### src/design/ebcsd_pkg.sv
// Purpose: Shared constants and types for the chip select decoder.
// Assumes: Register index times four gives the byte address.
// Notes:   Timing counts derive from the clock and double clock periods.
package ebcsd_pkg;
	localparam int CLK_PERIOD_NS  = 4;
	localparam int PER2_PERIOD_NS = 8;
	localparam int PER2_DIV = (PER2_PERIOD_NS / CLK_PERIOD_NS < 1) ? 1 :
		PER2_PERIOD_NS / CLK_PERIOD_NS;
	localparam int NUM_CS   = 4;
	localparam int SDRAM_CS = 3;
	// Register indices; byte address is four times the index.
	localparam logic [5:0] CTL_A_IDX    = 6'h00;
	localparam logic [5:0] CTL_B_IDX    = 6'h01;
	localparam logic [5:0] BASE_IDX     = 6'h02;
	localparam logic [5:0] CS_STRIDE    = 6'h04;
	localparam logic [5:0] GLOBAL_IDX   = 6'h10;
	localparam logic [5:0] DLY_IDX      = 6'h11;
	localparam logic [5:0] IRQ_STAT_IDX = 6'h12;
	localparam logic [5:0] IRQ_MASK_IDX = 6'h13;
	// Field positions and values.
	localparam int         SIZE_LSB    = 2;
	localparam int         SR_BIT      = 2;
	localparam int         DONE_BIT    = 7;
	localparam int         BASE_LSB    = 4;
	localparam logic [4:0] SIZE_FULL   = 5'h10;
	localparam logic [4:0] SIZE_LINE0  = 5'h08;
	localparam int         DLY_W       = 14;
	localparam int         IRQ_W       = 4;
	localparam int         IRQ_INIT    = 0;
	localparam int         IRQ_SR      = 1;
	localparam int         IRQ_ACC     = 2;
	localparam int         IRQ_MISS    = 3;
	localparam logic [1:0] RESP_OKAY   = 2'h0;
	localparam logic [1:0] RESP_SLVERR = 2'h2;
	typedef enum logic [1:0] {
		MODE_OFF = 2'h0, MODE_SRAM = 2'h1, MODE_LOWPIN = 2'h2, MODE_SDRAM = 2'h3
	} ebcsd_mode_t;
	typedef enum logic [2:0] {
		CMD_NOP, CMD_PRECH, CMD_REFR, CMD_LOADMODE, CMD_SR_ENTER, CMD_SR_EXIT
	} ebcsd_cmd_t;
	typedef struct packed {
		logic [4:0]  size;
		ebcsd_mode_t mode;
		logic [2:0]  ctlb;
		logic [11:0] base;
	} ebcsd_cfg_t;
endpackage

### src/design/ebcsd_top.sv
// Purpose: Chip select configuration registers and address decoder.
// Assumes: AXI4-Lite register access; access requests come from the same clock.
// Notes:   Timing runs on a one-cycle double clock enable from a divider.
// Operation
// - Size code picks 256B to 8MB block
// - Region extends upward from base by size; the code uses the size-aligned block that holds base
// - Code 10000 covers all; higher reserved
// - Mode selects off, SRAM, low-pin, SDRAM
// - Second register layout follows select mode
// - SRAM accesses stretched by 0 to 7
// - Init flag sets when init sequence ends
// - Init flag holds while enabled and SDRAM
// - Writing one sends self-refresh command
// - Access type 00 gives ordinary accesses
// - Access type 01 issues load-mode command
// - Base holds address bits 23 to 12
// - Region formed from base and size
// - Init: delay, precharge, refresh, load mode
`timescale 1ns/1ps
`default_nettype none
module ebcsd_top (
	input  wire logic                 aclk,
	input  wire logic                 aresetn,
	input  wire logic [7:0]           s_axi_awaddr,
	input  wire logic                 s_axi_awvalid,
	output logic                      s_axi_awready,
	input  wire logic [31:0]          s_axi_wdata,
	input  wire logic [3:0]           s_axi_wstrb,
	input  wire logic                 s_axi_wvalid,
	output logic                      s_axi_wready,
	output logic [1:0]                s_axi_bresp,
	output logic                      s_axi_bvalid,
	input  wire logic                 s_axi_bready,
	input  wire logic [7:0]           s_axi_araddr,
	input  wire logic                 s_axi_arvalid,
	output logic                      s_axi_arready,
	output logic [31:0]               s_axi_rdata,
	output logic [1:0]                s_axi_rresp,
	output logic                      s_axi_rvalid,
	input  wire logic                 s_axi_rready,
	input  wire logic                 acc_valid,
	input  wire logic [23:0]          acc_addr,
	output logic [3:0]                cs_sel_q,
	output ebcsd_pkg::ebcsd_mode_t    acc_mode_q,
	output logic                      acc_done_q,
	output logic                      acc_miss_q,
	output ebcsd_pkg::ebcsd_cmd_t     sdram_cmd_q,
	output logic                      sdram_cmd_valid_q,
	output logic                      irq_q
);
	typedef enum logic [1:0] {A_IDLE, A_WAIT, A_LOAD, A_DONE} ebcsd_acc_t;
	typedef enum logic [2:0] {I_OFF, I_DELAY, I_PRECH, I_REFR, I_LOAD, I_READY} ebcsd_init_t;
	localparam int CMD_BOUND = 4;

	ebcsd_pkg::ebcsd_cfg_t cfg_q [ebcsd_pkg::NUM_CS];
	logic                          bus_en_q;
	logic [ebcsd_pkg::DLY_W-1:0]   dly_q, dly_cnt_q;
	logic [ebcsd_pkg::IRQ_W-1:0]   irq_stat_q, irq_mask_q, irq_set;
	logic [7:0]                    waddr_q;
	logic [31:0]                   wdata_q;
	logic [3:0]                    wstrb_q;
	logic                          wr_en, wr_ok, rd_ok;
	logic [31:0]                   rd_val;
	logic [$clog2(ebcsd_pkg::PER2_DIV+1)-1:0] div_q;
	logic                          tick;
	ebcsd_acc_t                    acc_state_q;
	ebcsd_init_t                   init_state_q;
	logic [1:0]                    sel_idx_q, hit_idx;
	logic                          any_hit;
	logic [3:0]                    hit_vec;
	logic [23:0]                   acc_addr_q;
	logic [2:0]                    wait_cnt_q, wait_lat_q;
	logic [3:0]                    wticks_q;
	logic                          init_done_q, sd_on, init_req, sr_enter_q, sr_exit_q;
	logic                          grant_sr, grant_ld;

	// Region mask: ones on the compared lines, none for the whole space.
	function automatic logic [23:0] reg_mask(input logic [4:0] size);
		reg_mask = (size >= ebcsd_pkg::SIZE_FULL) ? 24'h000000 :
			24'hFFFFFF << (size + ebcsd_pkg::SIZE_LINE0);
	endfunction

	// Base bits 11:8 are held at zero, so small regions sit on 4KB steps.
	function automatic logic hit(input ebcsd_pkg::ebcsd_cfg_t c, input int k,
		input logic [23:0] a);
		logic [23:0] m;
		m   = reg_mask(c.size);
		hit = (c.mode != ebcsd_pkg::MODE_OFF) && (c.size <= ebcsd_pkg::SIZE_FULL)
			&& (k == ebcsd_pkg::SDRAM_CS || c.mode != ebcsd_pkg::MODE_SDRAM)
			&& (((a ^ {c.base, 12'h000}) & m) == 24'h000000);
	endfunction

	// Register index decode; non-word offsets and holes are unmapped.
	function automatic logic mapped(input logic [7:0] a);
		mapped = (a[1:0] == 2'h0) && ((a[7:6] == 2'h0 && a[3:2] != 2'h3) ||
			(a[7:2] >= ebcsd_pkg::GLOBAL_IDX && a[7:2] <= ebcsd_pkg::IRQ_MASK_IDX));
	endfunction

	// Double clock enable: one pulse every PER2_DIV cycles.
	always_ff @(posedge aclk) begin
		if (!aresetn || div_q == $bits(div_q)'(ebcsd_pkg::PER2_DIV - 1)) begin
			div_q <= '0;
		end else begin
			div_q <= div_q + 1'b1;
		end
	end
	assign tick = (div_q == $bits(div_q)'(ebcsd_pkg::PER2_DIV - 1));

	// Write channel: address and data are taken in either order, response follows both.
	always_ff @(posedge aclk) begin
		if (!aresetn) begin
			s_axi_awready <= 1'b1;
			s_axi_wready  <= 1'b1;
			s_axi_bvalid  <= 1'b0;
			s_axi_bresp   <= ebcsd_pkg::RESP_OKAY;
			waddr_q       <= 8'h00;
			wdata_q       <= 32'h00000000;
			wstrb_q       <= 4'h0;
		end else begin
			if (s_axi_awvalid && s_axi_awready) begin
				waddr_q       <= s_axi_awaddr;
				s_axi_awready <= 1'b0;
			end
			if (s_axi_wvalid && s_axi_wready) begin
				wdata_q      <= s_axi_wdata;
				wstrb_q      <= s_axi_wstrb;
				s_axi_wready <= 1'b0;
			end
			if (wr_en) begin
				s_axi_bvalid <= 1'b1;
				s_axi_bresp  <= wr_ok ? ebcsd_pkg::RESP_OKAY : ebcsd_pkg::RESP_SLVERR;
			end else if (s_axi_bvalid && s_axi_bready) begin
				s_axi_bvalid  <= 1'b0;
				s_axi_awready <= 1'b1;
				s_axi_wready  <= 1'b1;
			end
		end
	end
	assign wr_en = !s_axi_awready && !s_axi_wready && !s_axi_bvalid;
	assign wr_ok = mapped(waddr_q);

	// Read data mux; the second register shows the layout of its mode.
	always_comb begin
		ebcsd_pkg::ebcsd_cfg_t c;
		c      = cfg_q[s_axi_araddr[5:4]];
		rd_ok  = mapped(s_axi_araddr);
		rd_val = 32'h00000000;
		if (s_axi_araddr[7:6] == 2'h0) begin
			unique case (s_axi_araddr[3:2])
				ebcsd_pkg::CTL_A_IDX[1:0]: rd_val[6:0] = {c.size, c.mode};
				ebcsd_pkg::CTL_B_IDX[1:0]: begin
					if (c.mode == ebcsd_pkg::MODE_SDRAM) begin
						rd_val[7:0] = {init_done_q && s_axi_araddr[5:4] == 2'h3,
							4'h0, c.ctlb};
					end else begin
						rd_val[2:0] = c.ctlb;
					end
				end
				ebcsd_pkg::BASE_IDX[1:0]: rd_val[15:0] = {c.base, 4'h0};
				default: rd_val = 32'h00000000;
			endcase
		end else begin
			unique case (s_axi_araddr[7:2])
				ebcsd_pkg::GLOBAL_IDX:   rd_val[0] = bus_en_q;
				ebcsd_pkg::DLY_IDX:      rd_val[ebcsd_pkg::DLY_W-1:0] = dly_q;
				ebcsd_pkg::IRQ_STAT_IDX: rd_val[ebcsd_pkg::IRQ_W-1:0] = irq_stat_q;
				ebcsd_pkg::IRQ_MASK_IDX: rd_val[ebcsd_pkg::IRQ_W-1:0] = irq_mask_q;
				default:                 rd_val = 32'h00000000;
			endcase
		end
	end

	// Read channel answers one cycle after the address is taken.
	always_ff @(posedge aclk) begin
		if (!aresetn) begin
			s_axi_arready <= 1'b1;
			s_axi_rvalid  <= 1'b0;
			s_axi_rdata   <= 32'h00000000;
			s_axi_rresp   <= ebcsd_pkg::RESP_OKAY;
		end else if (s_axi_arvalid && s_axi_arready) begin
			s_axi_arready <= 1'b0;
			s_axi_rvalid  <= 1'b1;
			s_axi_rdata   <= rd_val;
			s_axi_rresp   <= rd_ok ? ebcsd_pkg::RESP_OKAY : ebcsd_pkg::RESP_SLVERR;
		end else if (s_axi_rvalid && s_axi_rready) begin
			s_axi_rvalid  <= 1'b0;
			s_axi_arready <= 1'b1;
		end
	end

	// Chip select registers; only writable bits are stored, so reserved bits stay zero.
	always_ff @(posedge aclk) begin
		if (!aresetn) begin
			for (int i = 0; i < ebcsd_pkg::NUM_CS; i++) begin
				cfg_q[i] <= '0;
			end
		end else if (wr_en && wr_ok && waddr_q[7:6] == 2'h0) begin
			unique case (waddr_q[3:2])
				ebcsd_pkg::CTL_A_IDX[1:0]: begin
					if (wstrb_q[0]) begin
						cfg_q[waddr_q[5:4]].size <= wdata_q[6:2];
						cfg_q[waddr_q[5:4]].mode <= ebcsd_pkg::ebcsd_mode_t'(wdata_q[1:0]);
					end
				end
				ebcsd_pkg::CTL_B_IDX[1:0]: begin
					if (wstrb_q[0]) begin
						cfg_q[waddr_q[5:4]].ctlb <= wdata_q[2:0];
					end
				end
				ebcsd_pkg::BASE_IDX[1:0]: begin
					if (wstrb_q[0]) begin
						cfg_q[waddr_q[5:4]].base[3:0] <= wdata_q[7:4];
					end
					if (wstrb_q[1]) begin
						cfg_q[waddr_q[5:4]].base[11:4] <= wdata_q[15:8];
					end
				end
				default: ;
			endcase
		end
	end

	// Global enable, start delay and interrupt mask.
	always_ff @(posedge aclk) begin
		if (!aresetn) begin
			bus_en_q   <= 1'b0;
			dly_q      <= '0;
			irq_mask_q <= '0;
		end else if (wr_en && wr_ok) begin
			if (waddr_q[7:2] == ebcsd_pkg::GLOBAL_IDX && wstrb_q[0]) begin
				bus_en_q <= wdata_q[0];
			end
			if (waddr_q[7:2] == ebcsd_pkg::DLY_IDX) begin
				if (wstrb_q[0]) dly_q[7:0] <= wdata_q[7:0];
				if (wstrb_q[1]) dly_q[13:8] <= wdata_q[13:8];
			end
			if (waddr_q[7:2] == ebcsd_pkg::IRQ_MASK_IDX && wstrb_q[0]) begin
				irq_mask_q <= wdata_q[ebcsd_pkg::IRQ_W-1:0];
			end
		end
	end

	// Sticky status: a set in the same cycle as its write-one clear wins.
	always_ff @(posedge aclk) begin
		if (!aresetn) begin
			irq_stat_q <= '0;
			irq_q      <= 1'b0;
		end else begin
			irq_stat_q <= (irq_stat_q & ~((wr_en && wr_ok && wstrb_q[0] &&
				waddr_q[7:2] == ebcsd_pkg::IRQ_STAT_IDX) ?
				wdata_q[ebcsd_pkg::IRQ_W-1:0] : '0)) | irq_set;
			irq_q <= |(irq_stat_q & irq_mask_q);
		end
	end

	// SDRAM init sequence on the fourth select, paced by the double clock.
	assign sd_on    = bus_en_q && cfg_q[ebcsd_pkg::SDRAM_CS].mode == ebcsd_pkg::MODE_SDRAM;
	assign init_req = init_state_q inside {I_PRECH, I_REFR, I_LOAD};
	always_ff @(posedge aclk) begin
		if (!aresetn || !sd_on) begin
			init_state_q <= I_OFF;
			dly_cnt_q    <= '0;
			init_done_q  <= 1'b0;
		end else begin
			unique case (init_state_q)
				I_OFF: init_state_q <= I_DELAY;
				I_DELAY: begin
					if (tick) begin
						if (dly_cnt_q >= dly_q) init_state_q <= I_PRECH;
						else dly_cnt_q <= dly_cnt_q + 1'b1;
					end
				end
				I_PRECH: if (tick) init_state_q <= I_REFR;
				I_REFR:  if (tick) init_state_q <= I_LOAD;
				I_LOAD: begin
					if (tick) begin
						init_state_q <= I_READY;
						init_done_q  <= 1'b1;
					end
				end
				I_READY: init_state_q <= I_READY;
			endcase
		end
	end

	// Self-refresh requests are taken on a change of the written bit.
	always_ff @(posedge aclk) begin
		if (!aresetn) begin
			sr_enter_q <= 1'b0;
			sr_exit_q  <= 1'b0;
		end else if (wr_en && wr_ok && wstrb_q[0] && sd_on &&
			waddr_q[7:2] == ebcsd_pkg::CS_STRIDE * 3 + ebcsd_pkg::CTL_B_IDX) begin
			if (wdata_q[ebcsd_pkg::SR_BIT] && !cfg_q[3].ctlb[ebcsd_pkg::SR_BIT]) begin
				sr_enter_q <= 1'b1;
			end
			if (!wdata_q[ebcsd_pkg::SR_BIT] && cfg_q[3].ctlb[ebcsd_pkg::SR_BIT]) begin
				sr_exit_q <= 1'b1;
			end
		end else if (grant_sr) begin
			if (sr_enter_q) sr_enter_q <= 1'b0;
			else sr_exit_q <= 1'b0;
		end
	end

	// Command slot: init first, then self-refresh, then load-mode accesses.
	assign grant_sr = tick && !init_req && (sr_enter_q || sr_exit_q);
	assign grant_ld = tick && !init_req && !grant_sr && acc_state_q == A_LOAD;
	always_ff @(posedge aclk) begin
		if (!aresetn) begin
			sdram_cmd_q       <= ebcsd_pkg::CMD_NOP;
			sdram_cmd_valid_q <= 1'b0;
		end else begin
			sdram_cmd_valid_q <= (tick && init_req && sd_on) || grant_sr || grant_ld;
			if (tick && init_req && sd_on) begin
				sdram_cmd_q <= (init_state_q == I_PRECH) ? ebcsd_pkg::CMD_PRECH :
					(init_state_q == I_REFR) ? ebcsd_pkg::CMD_REFR : ebcsd_pkg::CMD_LOADMODE;
			end else if (grant_sr) begin
				sdram_cmd_q <= sr_enter_q ? ebcsd_pkg::CMD_SR_ENTER : ebcsd_pkg::CMD_SR_EXIT;
			end else if (grant_ld) begin
				sdram_cmd_q <= ebcsd_pkg::CMD_LOADMODE;
			end else begin
				sdram_cmd_q <= ebcsd_pkg::CMD_NOP;
			end
		end
	end

	// Lowest numbered matching select wins when regions overlap.
	always_comb begin
		hit_idx = 2'h0;
		any_hit = 1'b0;
		for (int i = ebcsd_pkg::NUM_CS - 1; i >= 0; i--) begin
			hit_vec[i] = hit(cfg_q[i], i, acc_addr);
			if (hit_vec[i]) begin
				hit_idx = 2'(i);
				any_hit = 1'b1;
			end
		end
	end

	// Access sequencer: decode, stretch or issue, then a one-cycle done.
	always_ff @(posedge aclk) begin
		if (!aresetn) begin
			acc_state_q <= A_IDLE;
			cs_sel_q    <= 4'h0;
			acc_mode_q  <= ebcsd_pkg::MODE_OFF;
			acc_done_q  <= 1'b0;
			acc_miss_q  <= 1'b0;
			sel_idx_q   <= 2'h0;
			acc_addr_q  <= 24'h000000;
			wait_cnt_q  <= 3'h0;
			wait_lat_q  <= 3'h0;
		end else begin
			acc_done_q <= 1'b0;
			unique case (acc_state_q)
				A_IDLE: begin
					if (acc_valid && bus_en_q && !acc_done_q) begin // A request still held while done is high is not retaken.
						acc_addr_q <= acc_addr;
						sel_idx_q  <= hit_idx;
						acc_miss_q <= !any_hit;
						cs_sel_q   <= any_hit ? 4'h1 << hit_idx : 4'h0;
						acc_mode_q <= any_hit ? cfg_q[hit_idx].mode : ebcsd_pkg::MODE_OFF;
						wait_cnt_q <= cfg_q[hit_idx].ctlb;
						wait_lat_q <= cfg_q[hit_idx].ctlb;
						if (!any_hit) acc_state_q <= A_DONE;
						else if (cfg_q[hit_idx].mode != ebcsd_pkg::MODE_SDRAM) acc_state_q <= A_WAIT;
						else if (cfg_q[hit_idx].ctlb[1:0] == 2'h1) acc_state_q <= A_LOAD;
						else acc_state_q <= A_DONE;
					end
				end
				A_WAIT: begin
					if (tick) begin
						if (wait_cnt_q == 3'h0) acc_state_q <= A_DONE;
						else wait_cnt_q <= wait_cnt_q - 1'b1;
					end
				end
				A_LOAD: if (grant_ld) acc_state_q <= A_DONE;
				A_DONE: begin
					acc_done_q  <= 1'b1;
					cs_sel_q    <= 4'h0;
					acc_state_q <= A_IDLE;
				end
			endcase
		end
	end

	assign irq_set = {acc_state_q == A_DONE && acc_miss_q, acc_state_q == A_DONE,
		grant_sr, init_state_q == I_LOAD && tick};

	// Helper for the stretch check: ticks seen while waiting.
	always_ff @(posedge aclk) begin
		if (!aresetn || acc_state_q == A_IDLE) wticks_q <= 4'h0;
		else if (acc_state_q == A_WAIT && tick) wticks_q <= wticks_q + 1'b1;
	end
endmodule // ebcsd_top
`default_nettype wire

### config.mk
export PLATFORM = sky130hd
export DESIGN_NAME = ebcsd_top
export DESIGN_NICKNAME = d
export VERILOG_FILES = /design/src/design/ebcsd_pkg.sv /design/src/design/ebcsd_top.sv
export SDC_FILE = /design/constraint.sdc
export NUM_CORES = 1
export LEC_CHECK = 0
export BUFFER_PORTS_ARGS = -buffer_cell sky130_fd_sc_hd__buf_2
export CORE_MARGIN = 2
export CORE_UTILIZATION = 23
export CTS_CLUSTER_SIZE = 8
export DETAILED_ROUTE_END_ITERATION = 10
export PLACE_DENSITY = 0.47
export SYNTH_ARGS = -nofsm -noshare
export SYNTH_HDL_FRONTEND = slang
export SYNTH_SLANG_ARGS = --single-unit
### constraint.sdc
create_clock -name aclk -period 4.2 [get_ports aclk]
set_input_delay 0.21 -clock aclk [delete_from_list [all_inputs] [get_ports aclk]]
set_output_delay 0.21 -clock aclk [all_outputs]
set_load 0.01 [all_outputs]
* Word level (Yosys, flattened, before mapping)
Memories as Yosys holds them, arrays and structs flattened.
Cells that the tools add are included.
** Word-level totals
- Register bits :: 130
- Memories kept :: 1
- Input bits :: 84
- Output and inout bits :: 54
- Bits in writable memories :: 88
** Operators by class
- Equality and inequality tests :: 45
- Bitwise logic cells :: 13
- Reduce and logical (&&, ||, !) cells :: 102
- Magnitude comparators :: 13
- Mux-type cells :: 93
- Shifts and indexed selects :: 5
- Add/sub/neg operators :: 7
** Memory list
- cfg_q :: depth 4, bits a word 22, rd ports 6, clocked after Yosys merged registers in 0, wr ports 4, RTL line ebcsd_top.sv:55 : ebcsd_pkg::ebcsd_cfg_t cfg_q [ebcsd_pkg::NUM_CS];
** Operators by type and width (number)
- bitwise AND 24 bit :: 4
- zero test 24 bit :: 4
- two-way mux 24 bit :: 4
- << shifter 24 x 5 -> 24 bit, first input constant :: 4
- bitwise XOR 24 bit :: 4
- equality test 6 x 5 -> 1 bit, second input constant :: 8
- logical AND 1 bit :: 46
- two-way mux 1 bit :: 46
- two-way mux 2 bit :: 16
- inequality test 2 bit, second input constant :: 16
- two-way mux 3 bit :: 10
- two-way mux 22 bit :: 1
- OR reduction 22 bit :: 1
- case mux 7 bit (3 select lines) :: 1
- adder 5 x 4 -> 5 bit, second input constant :: 4
- greater-or-equal comparator 5 bit, second input constant :: 4
- <= comparator 5 bit, second input constant :: 4
- case mux 3 bit (6 select lines) :: 1
- nonzero test 2 bit :: 9
- two-way mux 16 bit :: 1
- two-way mux 4 bit :: 4
- adder 14 x 1 -> 14 bit, second input constant :: 1
- equality test 2 bit, second input constant :: 7
- greater-or-equal comparator 14 bit :: 1
- other kinds (34) :: 77

* Depth between registers and ports, before layout
An unclocked memory read counts as a cell.
- Word-level depth :: 18
- Mapped depth :: 12

* Least setup slack after synthesis
No wires, ideal clock.
- Kind :: register to register
- From :: reg dly_q[3] in the netlist's numbering
- To :: reg dly_cnt_q[11] in the netlist's numbering
- Arrival :: 2.941 ns
- Buffers on the path :: 1
- Slack :: 1.186 ns
- Stages on the path, launching flop included :: 13
- Cells stage by stage :: dfxtp_1 inv_1 ha_1 a21o_1 a21oi_1 o221ai_1 a21o_1 a21o_1 a2111o_1 or4_1 buf_2 or3_1 a21oi_1
** Between the ends
- Longest elaborated chain between the ends :: 3
** RTL lines
- from (decl) :: RTL line ebcsd_top.sv:57 : logic [ebcsd_pkg::DLY_W-1:0] dly_q, dly_cnt_q;
- greater-or-equal comparator 14 bit :: RTL line ebcsd_top.sv:269 : if (dly_cnt_q >= dly_q) init_state_q <= I_PRECH;
- inverter 1 bit (no source line)
- AND reduction 3 bit (no source line)
- to (signal assigned) :: RTL line ebcsd_top.sv:270 : else dly_cnt_q <= dly_cnt_q + 1'b1;
- to (decl) :: RTL line ebcsd_top.sv:57
No other way between the ends.
A chain may end at the register's enable or synchronous reset.

==> flow_summary.rst <==
.. list-table::
   :header-rows: 1

   * - Metric
     - Value
   * - Setup slack on the worst flop-to-flop path
     - 0.40 ns
   * - Sum of internal, switching and leakage power
     - around 4.4 mW
   * - Initial Utilization
     - 0.231
   * - Die Width
     - 222 µm
   * - CTS tree
     - yes
   * - # IOs
     - 138
   * - Number of synthesized flops with an enable pin
     - a little under 90
   * - Max H-tree Level
     - 4
   * - Inserted Clock Buffers
     - 17
   * - Weighted congestion at the end of routability-driven global placement
     - 0.854
   * - Overflow left after global routing
     - 0
   * - Routed length per instance
     - ~19 µm
   * - Via count
     - approximately 9k
   * - Via count of the first global-routing pass
     - 9102
   * - Final Core Density
     - 0.269
   * - Final Max Tran Viols
     - 0
   * - Data required time at the worst endpoint
     - 4.51 ns
   * - Pin count of the biggest net entering global routing
     - between 40 and 50
   * - Unrepaired setup endpoints after global routing
     - no
   * - Pwr per Cell Area
     - 346 nW/µm²
   * - Outcome
     - finished, final reports clean
   * - Total iterations of the first detailed-routing run
     - 5
   * - Endpoint type of the worst setup path
     - register
   * - Leak Pwr
     - 4.67 nW
   * - Wire length of the first global-routing pass
     - 55500 µm
   * - Port bufs
     - 101
   * - Y dimension of the die
     - 222 µm
   * - Core area
     - 47400 µm²
   * - Clock transition at the registers of the reported paths
     - 0.08 ns
   * - Worst-path maximum fanout
     - 11
   * - Portion of synthesized cell area occupied by the leading cell type
     - 0.241
   * - Worst-skew pair later-pin latency
     - 0.45 ns
   * - GR Layer Usage met1
     - 0.201
   * - Wire length after detailed routing
     - approximately 36000 µm
   * - Antenna violations before repair
     - 2
   * - Synthesis warning total
     - 0
   * - Area of the die
     - 49500 µm²
   * - Primary FF master, synth
     - dfxtp_1
   * - HP Start
     - s_axi_wdata[15]
   * - Start of the worst register-to-register path
     - cfg_q[2][20]
   * - Worst-Margin Slew
     - 1.17 ns
   * - Remaining design rule violation count
     - 0
   * - Vias per std cell
     - 4.77
   * - Critical Path AT
     - 4.11 ns
   * - Final Worst Setup Slack
     - 0.401 ns
   * - Post-synthesis async set-or-reset flop share
     - 0
   * - Number of cells traversed by the worst register-to-register path
     - 12
   * - Area of the mapped netlist
     - 11000 µm²
   * - Clock root cell
     - clkbuf_16
   * - Most frequent cells after synthesis
     - 160 x nand2_1, 159 x nor2_1, 112 x dfxtp_1, 88 x edfxtp_1, 84 x a21oi_1
   * - Max-capacitance violation count
     - 0
   * - Top-count cell post-synth
     - nand2_1
   * - Proportion of layout cells with a drive suffix above 1
     - 0.136
   * - Distinct cells, synth
     - 72
   * - Cell type with the largest total area after synthesis
     - edfxtp_1
   * - Number of gates resized after CTS
     - 0
   * - Type of the worst setup path
     - reg2reg
   * - Number of nets at the end of the flow
     - roughly 1.4k
   * - Hold Violations, Final
     - 0
   * - Clock sinks
     - 200
   * - Maximum clock insertion buffer count
     - 2
   * - Met3 usage
     - 0.0204
   * - Total number of placement rows
     - 80
   * - Number of violations reported at the end of detailed-routing iteration 0
     - 724
   * - Worst setup SP type
     - register
   * - Type of the tightest min-delay check
     - in2reg
   * - Overall Global Routing Usage
     - 0.146
   * - Sequential area share after synthesis
     - 0.445
   * - Post-CTS Setup Repair Bufs
     - 0
   * - Yosys reg bits
     - 200
   * - F_max
     - 263 MHz
   * - Post-Route Hold Slack
     - 0.0173 ns
   * - Cell count after synthesis
     - 1222
   * - Final Critical Period
     - roughly 3.8 ns
   * - Post-route ant nets
     - 0
   * - Ratio of final minimum period to clock period
     - 0.905
   * - Dominant cells by area after synthesis
     - edfxtp_1 24%, dfxtp_1 20%, nand2_1 5.5%
   * - Met2 GRT Util
     - 0.239
   * - Post-placement setup slack
     - 0.368 ns
   * - Slew headroom
     - 0.222
   * - Final sum of negative setup slack
     - 0 ns
   * - Maximum resistive drop on vdd
     - 0.201 mV
   * - Number of cells on the worst hold path
     - 3
   * - Layer with the highest usage after global routing
     - met2
   * - Post-synthesis area per instance
     - 8.98 µm²
   * - Final setup viols
     - 0
   * - Launch point of the critical path
     - cfg_q[2][20]
   * - Area growth from synthesis to final layout
     - 16.5%
   * - Final clock skew
     - 0.0164 ns
   * - Detailed-placement wirelength estimate
     - 28500 µm
-- final cells by class --
class                      count  area (µm²)
fill                        5155       34700
antenna                        1        2.50
sequential                   200        4880
clock buffer                  19         464
timing repair buffer         129         758
clock inverter                13         123
multi-input combinational    894        5530
inverter                      65         244
tap                          615         769
-- cell usage in the layout, fill, tap and decap left out, types with 35 or more instances in the layout --
master    count
a21oi_1      84
buf_2       101
dfxtp_1     112
edfxtp_1     88
ha_1         35
inv_1        61
nand2_1     160
nand3_1      53
nor2_1      159
o21ai_0      50
xnor2_1      37
-- stage by stage --
step | std cells | area, µm²
final | 1936 | 12800
after global routing | 1936 | 12800
after CTS | 1935 | 12800
after detailed placement | 1886 | 12000
after global placement | 1886 | 12000
after floorplan | 1239 | 11000
-- path summary, 6_finish.rpt --
check,endpoint
max,wait_cnt_q[2]
min,wdata_q[15]
max reg2reg,wait_cnt_q[2]
min reg2reg,div_q[0]
-- kinds of logic (layout without fill, tap and decap cells) --
| logic type | Yosys count | count (layout) | share of synthesized area |
|---|---|---|---|
| mux | 43 | 43 | 0.0621 |
| simple gates | 485 | 485 | 0.200 |
| fa+ha+maj | 37 | 37 | 0.0418 |
| other cells | 1 | 19 | 0.000342 |
| flops | 200 | 200 | 0.445 |
| xor+xnor | 57 | 57 | 0.0455 |
| compound gates | 254 | 254 | 0.148 |
| buf+inv | 145 | 226 | 0.0568 |
-- per-layer routing --
layer	vias to the layer above	part of all wire
met5	-	0.00019
met4	2	0.019
met3	37	0.048
met2	269	0.46
met1	4440	0.47
li1	4491	-
-- where the power goes --
part           internal (mW)  leakage [nW]  switching, mW
clock                  0.859         0.294          0.789
combinational          0.224          2.56          0.360
sequential              2.10          1.81         0.0875
total                   3.19          4.67           1.24
-- repair_timing --
action                                 in CTS  in global routing
endpoints found under the hold margin      16                  0
setup endpoints to repair                   0                  0
hold buffers                               17                  0
-- state kept, by name (all words and copies together), names as in the netlist, 2 cells and up --
| register | flops |
|---|---|
| dly_q | 14 |
| wdata_q | 16 |
| sdram_cmd_q | 3 |
| s_axi_rdata | 16 |
| irq_mask_q | 4 |
| acc_state_q | 2 |
| div_q | 2 |
| cfg_q | 88 |
| irq_stat_q | 4 |
| waddr_q | 8 |
| dly_cnt_q | 14 |
| cs_sel_q | 4 |
| init_state_q | 3 |
| wait_cnt_q | 3 |
| acc_mode_q | 2 |
| wstrb_q | 2 |
-- critical path, stage by stage, from the launching register on --
cell and delay, ns:
edfxtp_1 0.57, inv_1 0.21, ha_1 0.41, nand3b_1 0.19, a21oi_1 0.18, o22ai_1 0.11, a211o_1 0.26, a2111oi_2 0.55
buf_4 0.27, nand3b_2 0.19, nand2_1 0.07, a2111oi_0 0.54, o31ai_1 0.13
No activity file was read; power rests on OpenSTA's default activity.
